## src/shared/intc_pkg.sv

```systemverilog
// Purpose: constants for the interrupt priority and trap control block
// Assumes: apb register index times four gives the byte address
// Notes: Functional notes below
`default_nettype none
package intc_pkg;
  localparam int N_PRIO = 13;
  localparam int REG_W = 16;
  localparam int IDX_W = 8;
  localparam logic [IDX_W-1:0] PRIO_IDX [N_PRIO] = '{
    8'hc0, 8'hc4, 8'hc6, 8'hc8, 8'hcc, 8'hce, 8'hd2,
    8'hd4, 8'hd6, 8'hd8, 8'hda, 8'hdc, 8'hde};
  localparam logic [REG_W-1:0] PRIO_RST [N_PRIO] = '{
    16'h0440, 16'h0440, 16'h0400, 16'h4040, 16'h4440, 16'h0044, 16'h4400,
    16'h4444, 16'h4444, 16'h0044, 16'h4400, 16'h4444, 16'h0044};
  localparam logic [3:0] PRIO_FIELD_MASK = 4'h7;
  localparam logic [IDX_W-1:0] LEVEL_VEC_IDX = 8'he0;
  localparam logic [IDX_W-1:0] CTRL_IDX = 8'he2;
  localparam logic [IDX_W-1:0] TSTAT_IDX = 8'he4;
  localparam logic [IDX_W-1:0] TMASK_IDX = 8'he6;
  localparam logic [REG_W-1:0] LEVEL_VEC_RST = 16'h0000;
  localparam logic [REG_W-1:0] CTRL_RST = 16'h0000;
  localparam logic [REG_W-1:0] CTRL_WMASK = 16'hfffe;
  localparam int LEVEL_LSB = 8;
  localparam int LEVEL_W = 4;
  localparam int VEC_LSB = 0;
  localparam int VEC_W = 7;
  localparam int NESTING_DISABLE_BIT = 15;
  localparam int OVA_BIT = 14;
  localparam int OVB_BIT = 13;
  localparam int COVA_BIT = 12;
  localparam int COVB_BIT = 11;
  localparam int ACC_A_OVERFLOW_TRAP_EN_BIT = 10;
  localparam int ACC_B_OVERFLOW_TRAP_EN_BIT = 9;
  localparam int CATASTROPHIC_TRAP_EN_BIT = 8;
  localparam int SHIFT_BIT = 7;
  localparam int DIV0_BIT = 6;
  localparam int DMA_BIT = 5;
  localparam int MATH_BIT = 4;
  localparam int ADDR_BIT = 3;
  localparam int STACK_BIT = 2;
  localparam int OSC_BIT = 1;
  localparam int ST_W = 5;
  localparam int ST_MATH = 0;
  localparam int ST_DMA = 1;
  localparam int ST_ADDR = 2;
  localparam int ST_STACK = 3;
  localparam int ST_OSC = 4;
  localparam logic [ST_W-1:0] TSTAT_RST = 5'h00;
  localparam logic [ST_W-1:0] TMASK_RST = 5'h00;
endpackage
`default_nettype wire

```

## src/hdl/interrupt_priority_trap_control.sv

```systemverilog
// Purpose: priority registers, level/vector report and trap control flags
// Assumes: event inputs come from logic on pclk, one-cycle pulses
// Notes: apb slave, zero wait states once the setup cycle has been seen
//
// The APB slave port was left to the implementer.
`timescale 1ns/10ps
`default_nettype none
module interrupt_priority_trap_control #(
  parameter int ADDR_W = 10
) (
  input wire logic pclk,
  input wire logic presetn,
  input wire logic ce,
  input wire logic psel,
  input wire logic penable,
  input wire logic pwrite,
  input wire logic [ADDR_W-1:0] paddr,
  input wire logic [31:0] pwdata,
  input wire logic [3:0] pstrb,
  output logic [31:0] prdata,
  output logic pready,
  output logic pslverr,
  input wire logic acc_a_overflow_evt,
  input wire logic acc_b_overflow_evt,
  input wire logic acc_a_catastrophic_evt,
  input wire logic acc_b_catastrophic_evt,
  input wire logic invalid_shift_evt,
  input wire logic divide_by_zero_evt,
  input wire logic dma_error_evt,
  input wire logic address_fault_evt,
  input wire logic stack_fault_evt,
  input wire logic oscillator_fail_evt,
  input wire logic [intc_pkg::LEVEL_W-1:0] cpu_level,
  input wire logic [intc_pkg::VEC_W-1:0] cpu_vector,
  output logic nesting_disable,
  output logic math_trap,
  output logic irq,
  output logic [intc_pkg::N_PRIO*intc_pkg::REG_W-1:0] priority_flat
);
  import intc_pkg::*;

  // index plus two byte bits must fit the address bus
  generate
    if (ADDR_W < IDX_W + 2) begin : g_bad_addr_w
      $error("ADDR_W too small for the register index range");
    end
  endgenerate

  logic [REG_W-1:0] prio_ff [N_PRIO];
  logic [REG_W-1:0] ctrl_ff;
  logic [REG_W-1:0] nxt_ctrl;
  logic [REG_W-1:0] level_vec_ff;
  logic [ST_W-1:0] tstat_ff;
  logic [ST_W-1:0] nxt_tstat;
  logic [ST_W-1:0] tmask_ff;
  logic [ST_W-1:0] nxt_tmask;
  logic [31:0] prdata_ff;
  logic pslverr_ff;
  logic loaded_ff;
  logic math_trap_ff;
  logic irq_ff;
  logic [31:0] rd_word;
  logic rd_err;
  logic access;
  logic wr_en;
  logic aligned;
  logic [IDX_W-1:0] idx;
  logic [REG_W-1:0] wmask;
  logic [REG_W-1:0] set_bits;
  logic [ST_W-1:0] st_set;
  logic ova_hit;
  logic ovb_hit;
  logic cova_hit;
  logic covb_hit;
  logic math_hit;

  // apb decode; pready only after the setup cycle loaded read data
  assign idx = paddr[IDX_W+1:2];
  // shift rather than slice: with the minimum bus width no upper bits exist
  assign aligned = (paddr[1:0] == 2'b00) && ((paddr >> (IDX_W + 2)) == '0);
  assign pready = ce & loaded_ff;
  assign access = psel & penable & pready;
  assign wr_en = access & pwrite & ~pslverr_ff;
  assign wmask = {{8{pstrb[1]}}, {8{pstrb[0]}}};
  assign prdata = prdata_ff;
  assign pslverr = pready & pslverr_ff;

  always_ff @(posedge pclk or negedge presetn) begin
    if (!presetn) begin
      loaded_ff <= 1'b0;
    end else if (ce) begin
      loaded_ff <= psel & ~(penable & loaded_ff);
    end
  end

  // read data captured at setup so that prdata comes from a flop
  always_ff @(posedge pclk or negedge presetn) begin
    if (!presetn) begin
      prdata_ff <= 32'h0000_0000;
      pslverr_ff <= 1'b0;
    end else if (ce && psel && !loaded_ff) begin
      prdata_ff <= rd_word;
      pslverr_ff <= rd_err;
    end
  end

  always_comb begin
    rd_word = 32'h0000_0000;
    rd_err = 1'b1;
    for (int i = 0; i < N_PRIO; i++) begin
      if (idx == PRIO_IDX[i]) begin
        rd_word[REG_W-1:0] = prio_ff[i];
        rd_err = 1'b0;
      end
    end
    if (idx == LEVEL_VEC_IDX) begin
      rd_word[REG_W-1:0] = level_vec_ff;
      rd_err = 1'b0;
    end
    if (idx == CTRL_IDX) begin
      rd_word[REG_W-1:0] = ctrl_ff;
      rd_err = 1'b0;
    end
    if (idx == TSTAT_IDX) begin
      rd_word[ST_W-1:0] = tstat_ff;
      rd_err = 1'b0;
    end
    if (idx == TMASK_IDX) begin
      rd_word[ST_W-1:0] = tmask_ff;
      rd_err = 1'b0;
    end
    if (!aligned) begin
      rd_word = 32'h0000_0000;
      rd_err = 1'b1;
    end
  end

  // priority registers: only implemented 3-bit fields hold state
  genvar g;
  generate
    for (g = 0; g < N_PRIO; g++) begin : g_prio
      logic [REG_W-1:0] impl;
      for (genvar n = 0; n < REG_W / 4; n++) begin : g_nib
        assign impl[n*4+3:n*4] = (PRIO_RST[g][n*4+3:n*4] != 4'h0) ? PRIO_FIELD_MASK : 4'h0;
      end
      always_ff @(posedge pclk or negedge presetn) begin
        if (!presetn) begin
          prio_ff[g] <= PRIO_RST[g];
        end else if (ce && wr_en && idx == PRIO_IDX[g]) begin
          prio_ff[g] <= (prio_ff[g] & ~(wmask & impl)) | (pwdata[REG_W-1:0] & wmask & impl);
        end
      end
      assign priority_flat[g*REG_W +: REG_W] = prio_ff[g];

    end
  endgenerate

  // trap causes; the single catastrophic enable serves both accumulators
  assign ova_hit = acc_a_overflow_evt & ctrl_ff[ACC_A_OVERFLOW_TRAP_EN_BIT];
  assign ovb_hit = acc_b_overflow_evt & ctrl_ff[ACC_B_OVERFLOW_TRAP_EN_BIT];
  assign cova_hit = acc_a_catastrophic_evt & ctrl_ff[CATASTROPHIC_TRAP_EN_BIT];
  assign covb_hit = acc_b_catastrophic_evt & ctrl_ff[CATASTROPHIC_TRAP_EN_BIT];
  assign math_hit = ova_hit | ovb_hit | cova_hit | covb_hit
                  | invalid_shift_evt | divide_by_zero_evt;

  always_comb begin
    set_bits = '0;
    set_bits[OVA_BIT] = ova_hit;
    set_bits[OVB_BIT] = ovb_hit;
    set_bits[COVA_BIT] = cova_hit;
    set_bits[COVB_BIT] = covb_hit;
    set_bits[SHIFT_BIT] = invalid_shift_evt;
    set_bits[DIV0_BIT] = divide_by_zero_evt;
    set_bits[DMA_BIT] = dma_error_evt;
    set_bits[MATH_BIT] = math_hit;
    set_bits[ADDR_BIT] = address_fault_evt;
    set_bits[STACK_BIT] = stack_fault_evt;
    set_bits[OSC_BIT] = oscillator_fail_evt;
  end

  // software write merges first, hardware set wins so no event is lost
  always_comb begin
    nxt_ctrl = ctrl_ff;
    if (wr_en && idx == CTRL_IDX) begin
      nxt_ctrl = (ctrl_ff & ~(wmask & CTRL_WMASK)) | (pwdata[REG_W-1:0] & wmask & CTRL_WMASK);
    end
    nxt_ctrl = nxt_ctrl | set_bits;
    nxt_ctrl[0] = 1'b0;
  end

  always_ff @(posedge pclk or negedge presetn) begin
    if (!presetn) begin
      ctrl_ff <= CTRL_RST;
    end else if (ce) begin
      ctrl_ff <= nxt_ctrl;
    end
  end

  assign nesting_disable = ctrl_ff[NESTING_DISABLE_BIT];

  // one-cycle trap request to the core for any accepted math cause
  always_ff @(posedge pclk or negedge presetn) begin
    if (!presetn) begin
      math_trap_ff <= 1'b0;
    end else if (ce) begin
      math_trap_ff <= math_hit;
    end
  end
  assign math_trap = math_trap_ff;

  // level and vector follow the core; the register ignores writes
  always_ff @(posedge pclk or negedge presetn) begin
    if (!presetn) begin
      level_vec_ff <= LEVEL_VEC_RST;
    end else if (ce) begin
      level_vec_ff <= '0;
      level_vec_ff[LEVEL_LSB +: LEVEL_W] <= cpu_level;
      level_vec_ff[VEC_LSB +: VEC_W] <= cpu_vector;
    end
  end

  // sticky interrupt status, write one to clear, set wins
  always_comb begin
    st_set = '0;
    st_set[ST_MATH] = math_hit;
    st_set[ST_DMA] = dma_error_evt;
    st_set[ST_ADDR] = address_fault_evt;
    st_set[ST_STACK] = stack_fault_evt;
    st_set[ST_OSC] = oscillator_fail_evt;
    nxt_tstat = tstat_ff;
    if (wr_en && idx == TSTAT_IDX) begin
      nxt_tstat = tstat_ff & ~(pwdata[ST_W-1:0] & wmask[ST_W-1:0]);
    end
    nxt_tstat = nxt_tstat | st_set;
    nxt_tmask = tmask_ff;
    if (wr_en && idx == TMASK_IDX) begin
      nxt_tmask = (tmask_ff & ~wmask[ST_W-1:0]) | (pwdata[ST_W-1:0] & wmask[ST_W-1:0]);
    end
  end

  always_ff @(posedge pclk or negedge presetn) begin
    if (!presetn) begin
      tstat_ff <= TSTAT_RST;
      tmask_ff <= TMASK_RST;
      irq_ff <= 1'b0;
    end else if (ce) begin
      tstat_ff <= nxt_tstat;
      tmask_ff <= nxt_tmask;
      irq_ff <= |(nxt_tstat & nxt_tmask);
    end
  end
  assign irq = irq_ff;

  logic ctrl_wr;
  assign ctrl_wr = wr_en && idx == CTRL_IDX;
endmodule // interrupt_priority_trap_control
`default_nettype wire

```

## config.mk

```make
export PLATFORM = sky130hd
export DESIGN_NAME = interrupt_priority_trap_control
export DESIGN_NICKNAME = d
export VERILOG_FILES = /design/src/shared/intc_pkg.sv /design/src/hdl/interrupt_priority_trap_control.sv
export SDC_FILE = /design/constraint.sdc
export NUM_CORES = 1
export LEC_CHECK = 0
export ABC_AREA = 1
export BUFFER_PORTS_ARGS = -buffer_cell sky130_fd_sc_hd__buf_2
export CAP_MARGIN = 20
export CORE_AREA = 2 2 162 101
export CTS_CLUSTER_DIAMETER = 50
export CTS_CLUSTER_SIZE = 12
export DETAILED_ROUTE_END_ITERATION = 7
export DIE_AREA = 0 0 164 103
export PLACE_DENSITY_LB_ADDON = 0.1
export SLEW_MARGIN = 10
export SYNTH_ARGS = -nofsm -noshare
export SYNTH_HDL_FRONTEND = slang
export SYNTH_SLANG_ARGS = --single-unit
export TNS_END_PERCENT = 1
```

## constraint.sdc

```tcl
create_clock -name pclk -period 2.92 [get_ports pclk]
set_clock_uncertainty 0.15 [all_clocks]
set_input_delay 0.292 -clock pclk [delete_from_list [all_inputs] [get_ports pclk]]
set_output_delay 0.292 -clock pclk [all_outputs]
set_load 0.01 [all_outputs]
```

# Word level (Yosys, flattened, before mapping)
# Index checks and enable logic that the tools add are counted.
# W data, S select, Z words.
[totals] ram_bits=0 latchBits=0 n_memories=0 romBits=0 reg_bits=280 wordCells=165
[op_classes] add_sub_neg=0 bitwise_logic=65 order_cmp=0 n_div=0 n_mul=0 eq_ne=17 shift=0 n_mux=39 n_reduce_logical=22
[op_table] cell="$mux W16" n=17
[op_table] cell="$and A16 B16 Y16" n=15
[op_table] cell="$eq A8 B8 Y1 const B" n=17
[op_table] cell="$or A16 B15 Y16" n=8
[op_table] cell="$not A15 Y16" n=4
[op_table] cell="$or A16 B11 Y16" n=3
[op_table] cell="$or A16 B7 Y16" n=3
[op_table] cell="$not A11 Y16" n=2
[op_table] cell="$and A5 B5 Y5" n=4
[op_table] cell="$mux W5" n=4
[op_table] cell="$logic_and A1 B1 Y1" n=19
[op_table] cell="$mux W1" n=18
[op_table] cell="$not A16 Y16" n=1
[op_table] cell="$not A7 Y16" n=1
[op_table] cell="$or A16 B16 Y16" n=1
[op_table] cell="$and A1 B1 Y1" n=12
[op_table] cell="$not A5 Y5" n=2
[op_table] cell="$or A5 B5 Y5" n=2
[op_table] cell="$or A1 B1 Y1" n=5
[op_table] cell="$reduce_or A5 Y1" n=1
[op_table] cell="$logic_not A2 Y1" n=1
[op_table] cell="$not A1 Y1" n=2
[op_table] cell="$logic_not A1 Y1" n=1

# Longest topological paths before layout
[logic_depth] ltp_word=19 depth_mapped=15

# Worst setup path before layout
# OpenSTA, ideal clock, no wires.
[synth_path] path_kind="input port to flip-flop" start="input port paddr[2]" end="register prdata_ff[1], in the netlist prdata[1]" path_buffers=1 path_slack_ns=1.254 required_time_ns=2.646 cell_stages=10 setup_ns=0.124 arrival_ns=1.392 path_cell_list="inv_1 nand2_1 inv_1 nand3_1 inv_1 buf_2 a221oi_1 nand2_1 o211ai_1 nand2_1"
[synth_between] elab_chain_cells=19 elab_cells_between_ends=35 classes_between="17 x eq/ne; 18 x mux"
[synth_lines] item="start: declaration" line_no="interrupt_priority_trap_control.sv:17" text="input wire logic [ADDR_W-1:0] paddr,"
[synth_lines] item="$eq A8 B8 Y1" line_no="interrupt_priority_trap_control.sv:111" text="if (idx == PRIO_IDX[i]) begin"
[synth_lines] item="$mux W16 (13 in series)" line_no="interrupt_priority_trap_control.sv:111"
[synth_lines] item="$mux W16" line_no="interrupt_priority_trap_control.sv:116" text="if (idx == LEVEL_VEC_IDX) begin"
[synth_lines] item="$mux W16" line_no="interrupt_priority_trap_control.sv:120" text="if (idx == CTRL_IDX) begin"
[synth_lines] item="$mux W5" line_no="interrupt_priority_trap_control.sv:124" text="if (idx == TSTAT_IDX) begin"
[synth_lines] item="$mux W5 *" line_no="interrupt_priority_trap_control.sv:128" text="if (idx == TMASK_IDX) begin"
[synth_lines] item="$mux W16 *" line_no="interrupt_priority_trap_control.sv:132" text="if (!aligned) begin"
[synth_lines] item="end signal: assignment" line_no="interrupt_priority_trap_control.sv:102" text="prdata_ff <= rd_word;"
[synth_lines] item="end: declaration" line_no="interrupt_priority_trap_control.sv:57" text="logic [31:0] prdata_ff;"
# Every way passes the cells marked *; elsewhere a longest branch is shown, timed or not.
# A chain may end at the register's enable or synchronous reset.

# Worst setup path after layout
[layout_path] start="input port penable" end="register ctrl_ff[7]"
[layout_between] elab_chain_cells=7
[layout_lines] item="start: declaration" line_no="interrupt_priority_trap_control.sv:15" text="input wire logic penable,"
[layout_lines] item="$and A1 B1 Y1 (2 in series)" line_no="interrupt_priority_trap_control.sv:82" text="assign access = psel & penable & pready;"
[layout_lines] item="$and A1 B1 Y1 (2 in series)" line_no="interrupt_priority_trap_control.sv:83" text="assign wr_en = access & pwrite & ~pslverr_ff;"
[layout_lines] item="$logic_and A1 B1 Y1"
[layout_lines] item="$mux W16" line_no="interrupt_priority_trap_control.sv:184" text="if (wr_en && idx == CTRL_IDX) begin"
[layout_lines] item="$or A16 B15 Y16" line_no="interrupt_priority_trap_control.sv:187" text="nxt_ctrl = nxt_ctrl | set_bits;"
[layout_lines] item="end signal: assignment" line_no="interrupt_priority_trap_control.sv:195" text="ctrl_ff <= nxt_ctrl;"
[layout_lines] item="end: declaration" line_no="interrupt_priority_trap_control.sv:50" text="logic [REG_W-1:0] ctrl_ff;"
# No other way between the ends.

==> summary.md <==
| Metric | Value |
|---|---|
| Grt ovf | `0` |
| Worst R2R Setup Slack | `620 ps` |
| DP HPWL | `16,500 um` |
| Post-Synth Simple-Gate Area | `a little over a fifth` |
| Via Count | `7,024` |
| Hold Crit Class | `in -> reg` |
| Antenna Cells | `0` |
| Port Buffer Count | `171` |
| Die W | `164 um` |
| Worst-margin pin slew | `647 ps` |
| Synth top cells by count | `nand2_1 (298), buf_4 (131), dfrtp_1 (120)` |
| Largest net degree at the start of global routing | `54` |
| Slew margin rel. | `56.7%` |
| Leak | `0.00503 uW` |
| RSZ-0062 raised after global routing | `false` |
| Post-Synth XOR/XNOR Area | `0%` |
| Wire per inst | `roughly 16 um` |
| Yosys Warn Count | `0` |
| Worst path slowest cell | `dlygate4sd3_1` |
| Setup TNS | `0 ps` |
| Worst path arrival time | `~2500 ps` |
| CP cell instances | `dlygate4sd3_1, buf_2, nand2_1, inv_1, nand3_1, nor2_1, nand2_1, a22oi_1, nand2_1, dlygate4sd3_1` |
| TritonCTS clock tree | `done` |
| Die Y | `103 um` |
| Area share of the largest cell type after synthesis | `37.4%` |
| Max Cap Viol | `0` |
| Dominant synthesized flop cell | `dfrtp_1` |
| Netlist cell types | `41` |
| Post-synthesis compound-gate area fraction | `14.0%` |
| Synthesized area per cell | `8.11 um^2` |
| Final Hold Viols | `0` |
| Layout Area Growth over Synthesis | `17.0%` |
| Drt total wl | `21,900 um` |
| Total die area | `16,900 um^2` |
| Vias in the first global route | `6,097` |
| Post-Syn Instances | `between 900 and 1,000` |
| Global-route wire length before repair | `around 33,000 um` |
| Worst setup EP type | `flop` |
| R2R Path Start | `loaded_ff$_DFFE_PN0P_` |
| Final setup viols | `0` |
| # H-tree levels | `4` |
| CP max FO | `7` |
| Max rail drop VDD | `~0.27 mV` |
| Reg2reg path depth | `8` |
| CP dominant cell by count | `nand2_1` |
| Top Ports | `~320` |
| TritonCTS Buffers | `17` |
| Asr flop ratio synth | `100%` |
| Max Freq | `0.421 GHz` |
| Hold path endpoint | `tmask_ff[3]$_DFFE_PN0P_` |
| Status | `finished, final reports clean` |
| Crit path largest cell delay | `about 550 ps` |
| Adder-cell share of the synthesized area | `0%` |
| CTS clk-pin slew, worst paths | `60 ps` |
| GPL Wtd Cong | `0.888` |
| Fin crit share | `81.3%` |
| Total power | `around 4700 uW` |
| Min Clock Period, post-route | `2370 ps` |
| CTS root buf | `clkbuf_16` |
| Fin. max-slew vios | `0` |
| Hold path start | `pwdata[3]` |
| Critical path type | `in -> reg` |
| Post-layout nets | `1,250` |
| Initial antenna violation count | `0` |
| Critical Path RT | `3070 ps` |
| Worst reg2reg endpoint | `ctrl_ff[7]$_DFFE_PN0P_` |
| Initial core utilization | `51.3%` |
| Hold Crit Depth | `3` |
| Mux cell area share after synthesis | `0%` |
| DRT Pass-1 Iters | `5` |
| Post-synth top area cell | `dfrtp_1` |
| Synth area leaders | `dfrtp_1 (37%), nand2_1 (14%), buf_4 (12%), dfstp_2 (10%), o21ai_0 (7.0%)` |
| Sink Count | `between 150 and 200` |
| Power per cell area | `495 nW/um^2` |
| DR vias/cell | `5.02` |
| Hold WS | `roughly 24 ps` |
| Total GRT Usage | `26.2%` |
| Clock latency on the worst-skew pair | `420 ps` |
| Top-count cell post-synth | `nand2_1` |
| FP Rows | `36` |
| Core Area | `15,600 um^2` |
| Number of synthesized flops with an enable pin | `0` |
| Clock tree buffer depth | `2` |
| Number of synthesized register bits | `152` |
| Post-synthesis instance area | `~8000 um^2` |
| Remaining antenna violation count after routing | `0` |
| CP startpoint kind | `primary input` |
| Share of cells above drive strength 1 | `22.4%` |
| Seq/Total Area, Yosys | `47.9%` |
| Drc violations | `0` |
| Largest family of logic cells by synthesized area | `simple AND/OR/NAND/NOR gates` |
| Initial DRC count | `583` |
routing by layer:
layer / vias to the layer above / wire length [um] / track usage, % / part of all wire (%)
met2: 354 / 9000 / 36.6 / 41
met4: 0 / 188 / 6.41 / 0.86
met5: - / 0 / 0 / 0
met1: 3275 / 10700 / 41.7 / 49
li1: 3375 / - / - / -
met3: 20 / 2070 / 4.91 / 9.4
through the flow:
stage	cells	utilization [%]	area, um^2	worst slack, ps
after floorplan	1116	-	8500	1250
after global routing	1399	60.1	9390	418
final	1399	60.1	9390	546
after global placement	1349	55.2	8620	681
after detailed placement	1349	55.2	8620	664
after CTS	1399	60.1	9390	609
critical path, delay by kind of cell:
family / cells / cell delay, ps
AO/OA/AOI/OAI: 1 / 200
buffers and inverters: 4 / 1230
AND/OR/NAND/NOR: 5 / 800
repair_timing:
action                                 in CTS  in global routing
endpoints found under the hold margin      55                  0
hold buffers                               18                  0
resized for setup                           0                  0
buffers inserted                            0                  0
cell type report:
cell class / instances / area (um^2)
fill: 1460 / 6240
sequential: 152 / 3840
multi-input combinational: 741 / 3320
timing repair buffer: 198 / 1120
clock buffer: 20 / 447
tap: 209 / 262
inverter: 67 / 256
clock inverter: 12 / 140
kinds of logic (layout without fill, tap and decap cells):
logic type / after synthesis / in the layout
other: 1 / 128
AND/OR/NAND/NOR: 411 / 411
buffers and inverters: 223 / 297
AO/OA/AOI/OAI: 202 / 202
flip-flops: 152 / 152
where the power goes:
part           leakage [uW]  internal [uW]  switching, uW
Combinational       0.00286           73.0            233
Sequential          0.00189           2130           9.51
Clock              0.000272           1290            915
how the worst max path moves through the flow:
stage | startpoint | to | depth (start not counted) | slack, ps
after floorplan | paddr[2] | prdata[1]$_DFFE_PN0P_ | 10 | 1250
after global placement | paddr[6] | prdata[4]$_DFFE_PN0P_ | 15 | 680
after detailed placement | paddr[9] | prdata[5]$_DFFE_PN0P_ | 13 | 660
after CTS | penable | ctrl_ff[7]$_DFFE_PN0P_ | 10 | 610
after global routing | penable | ctrl_ff[7]$_DFFE_PN0P_ | 10 | 420
final | penable | ctrl_ff[7]$_DFFE_PN0P_ | 10 | 550
placed cells by master (no fill, tap or decap), types with 3 or more instances in the layout:
| cell type | netlist | routed |
|---|---|---|
| conb_1 | 1 | 128 |
| o211ai_1 | 8 | 8 |
| o21ai_1 | 18 | 18 |
| dlygate4sd3_1 | 0 | 18 |
| inv_2 | 6 | 6 |
| buf_4 | 131 | 8 |
| nor2_1 | 47 | 47 |
| clkinvlp_4 | 0 | 5 |
| o221ai_1 | 6 | 6 |
| a31oi_1 | 5 | 5 |
| nand3_1 | 35 | 35 |
| clkinv_1 | 4 | 4 |
| inv_6 | 0 | 3 |
| dfstp_2 | 32 | 32 |
| o22ai_1 | 4 | 4 |
| a21oi_1 | 31 | 31 |
| nand2_1 | 298 | 298 |
| dfrtp_1 | 120 | 120 |
| nand2_2 | 7 | 7 |
| nand4_1 | 9 | 9 |
| clkbuf_16 | 0 | 17 |
| nor3_1 | 3 | 3 |
| buf_2 | 6 | 170 |
| o21ai_0 | 113 | 113 |
| a32o_1 | 4 | 4 |
| inv_1 | 56 | 56 |
Note: power is estimated with default switching activity, not from simulation.
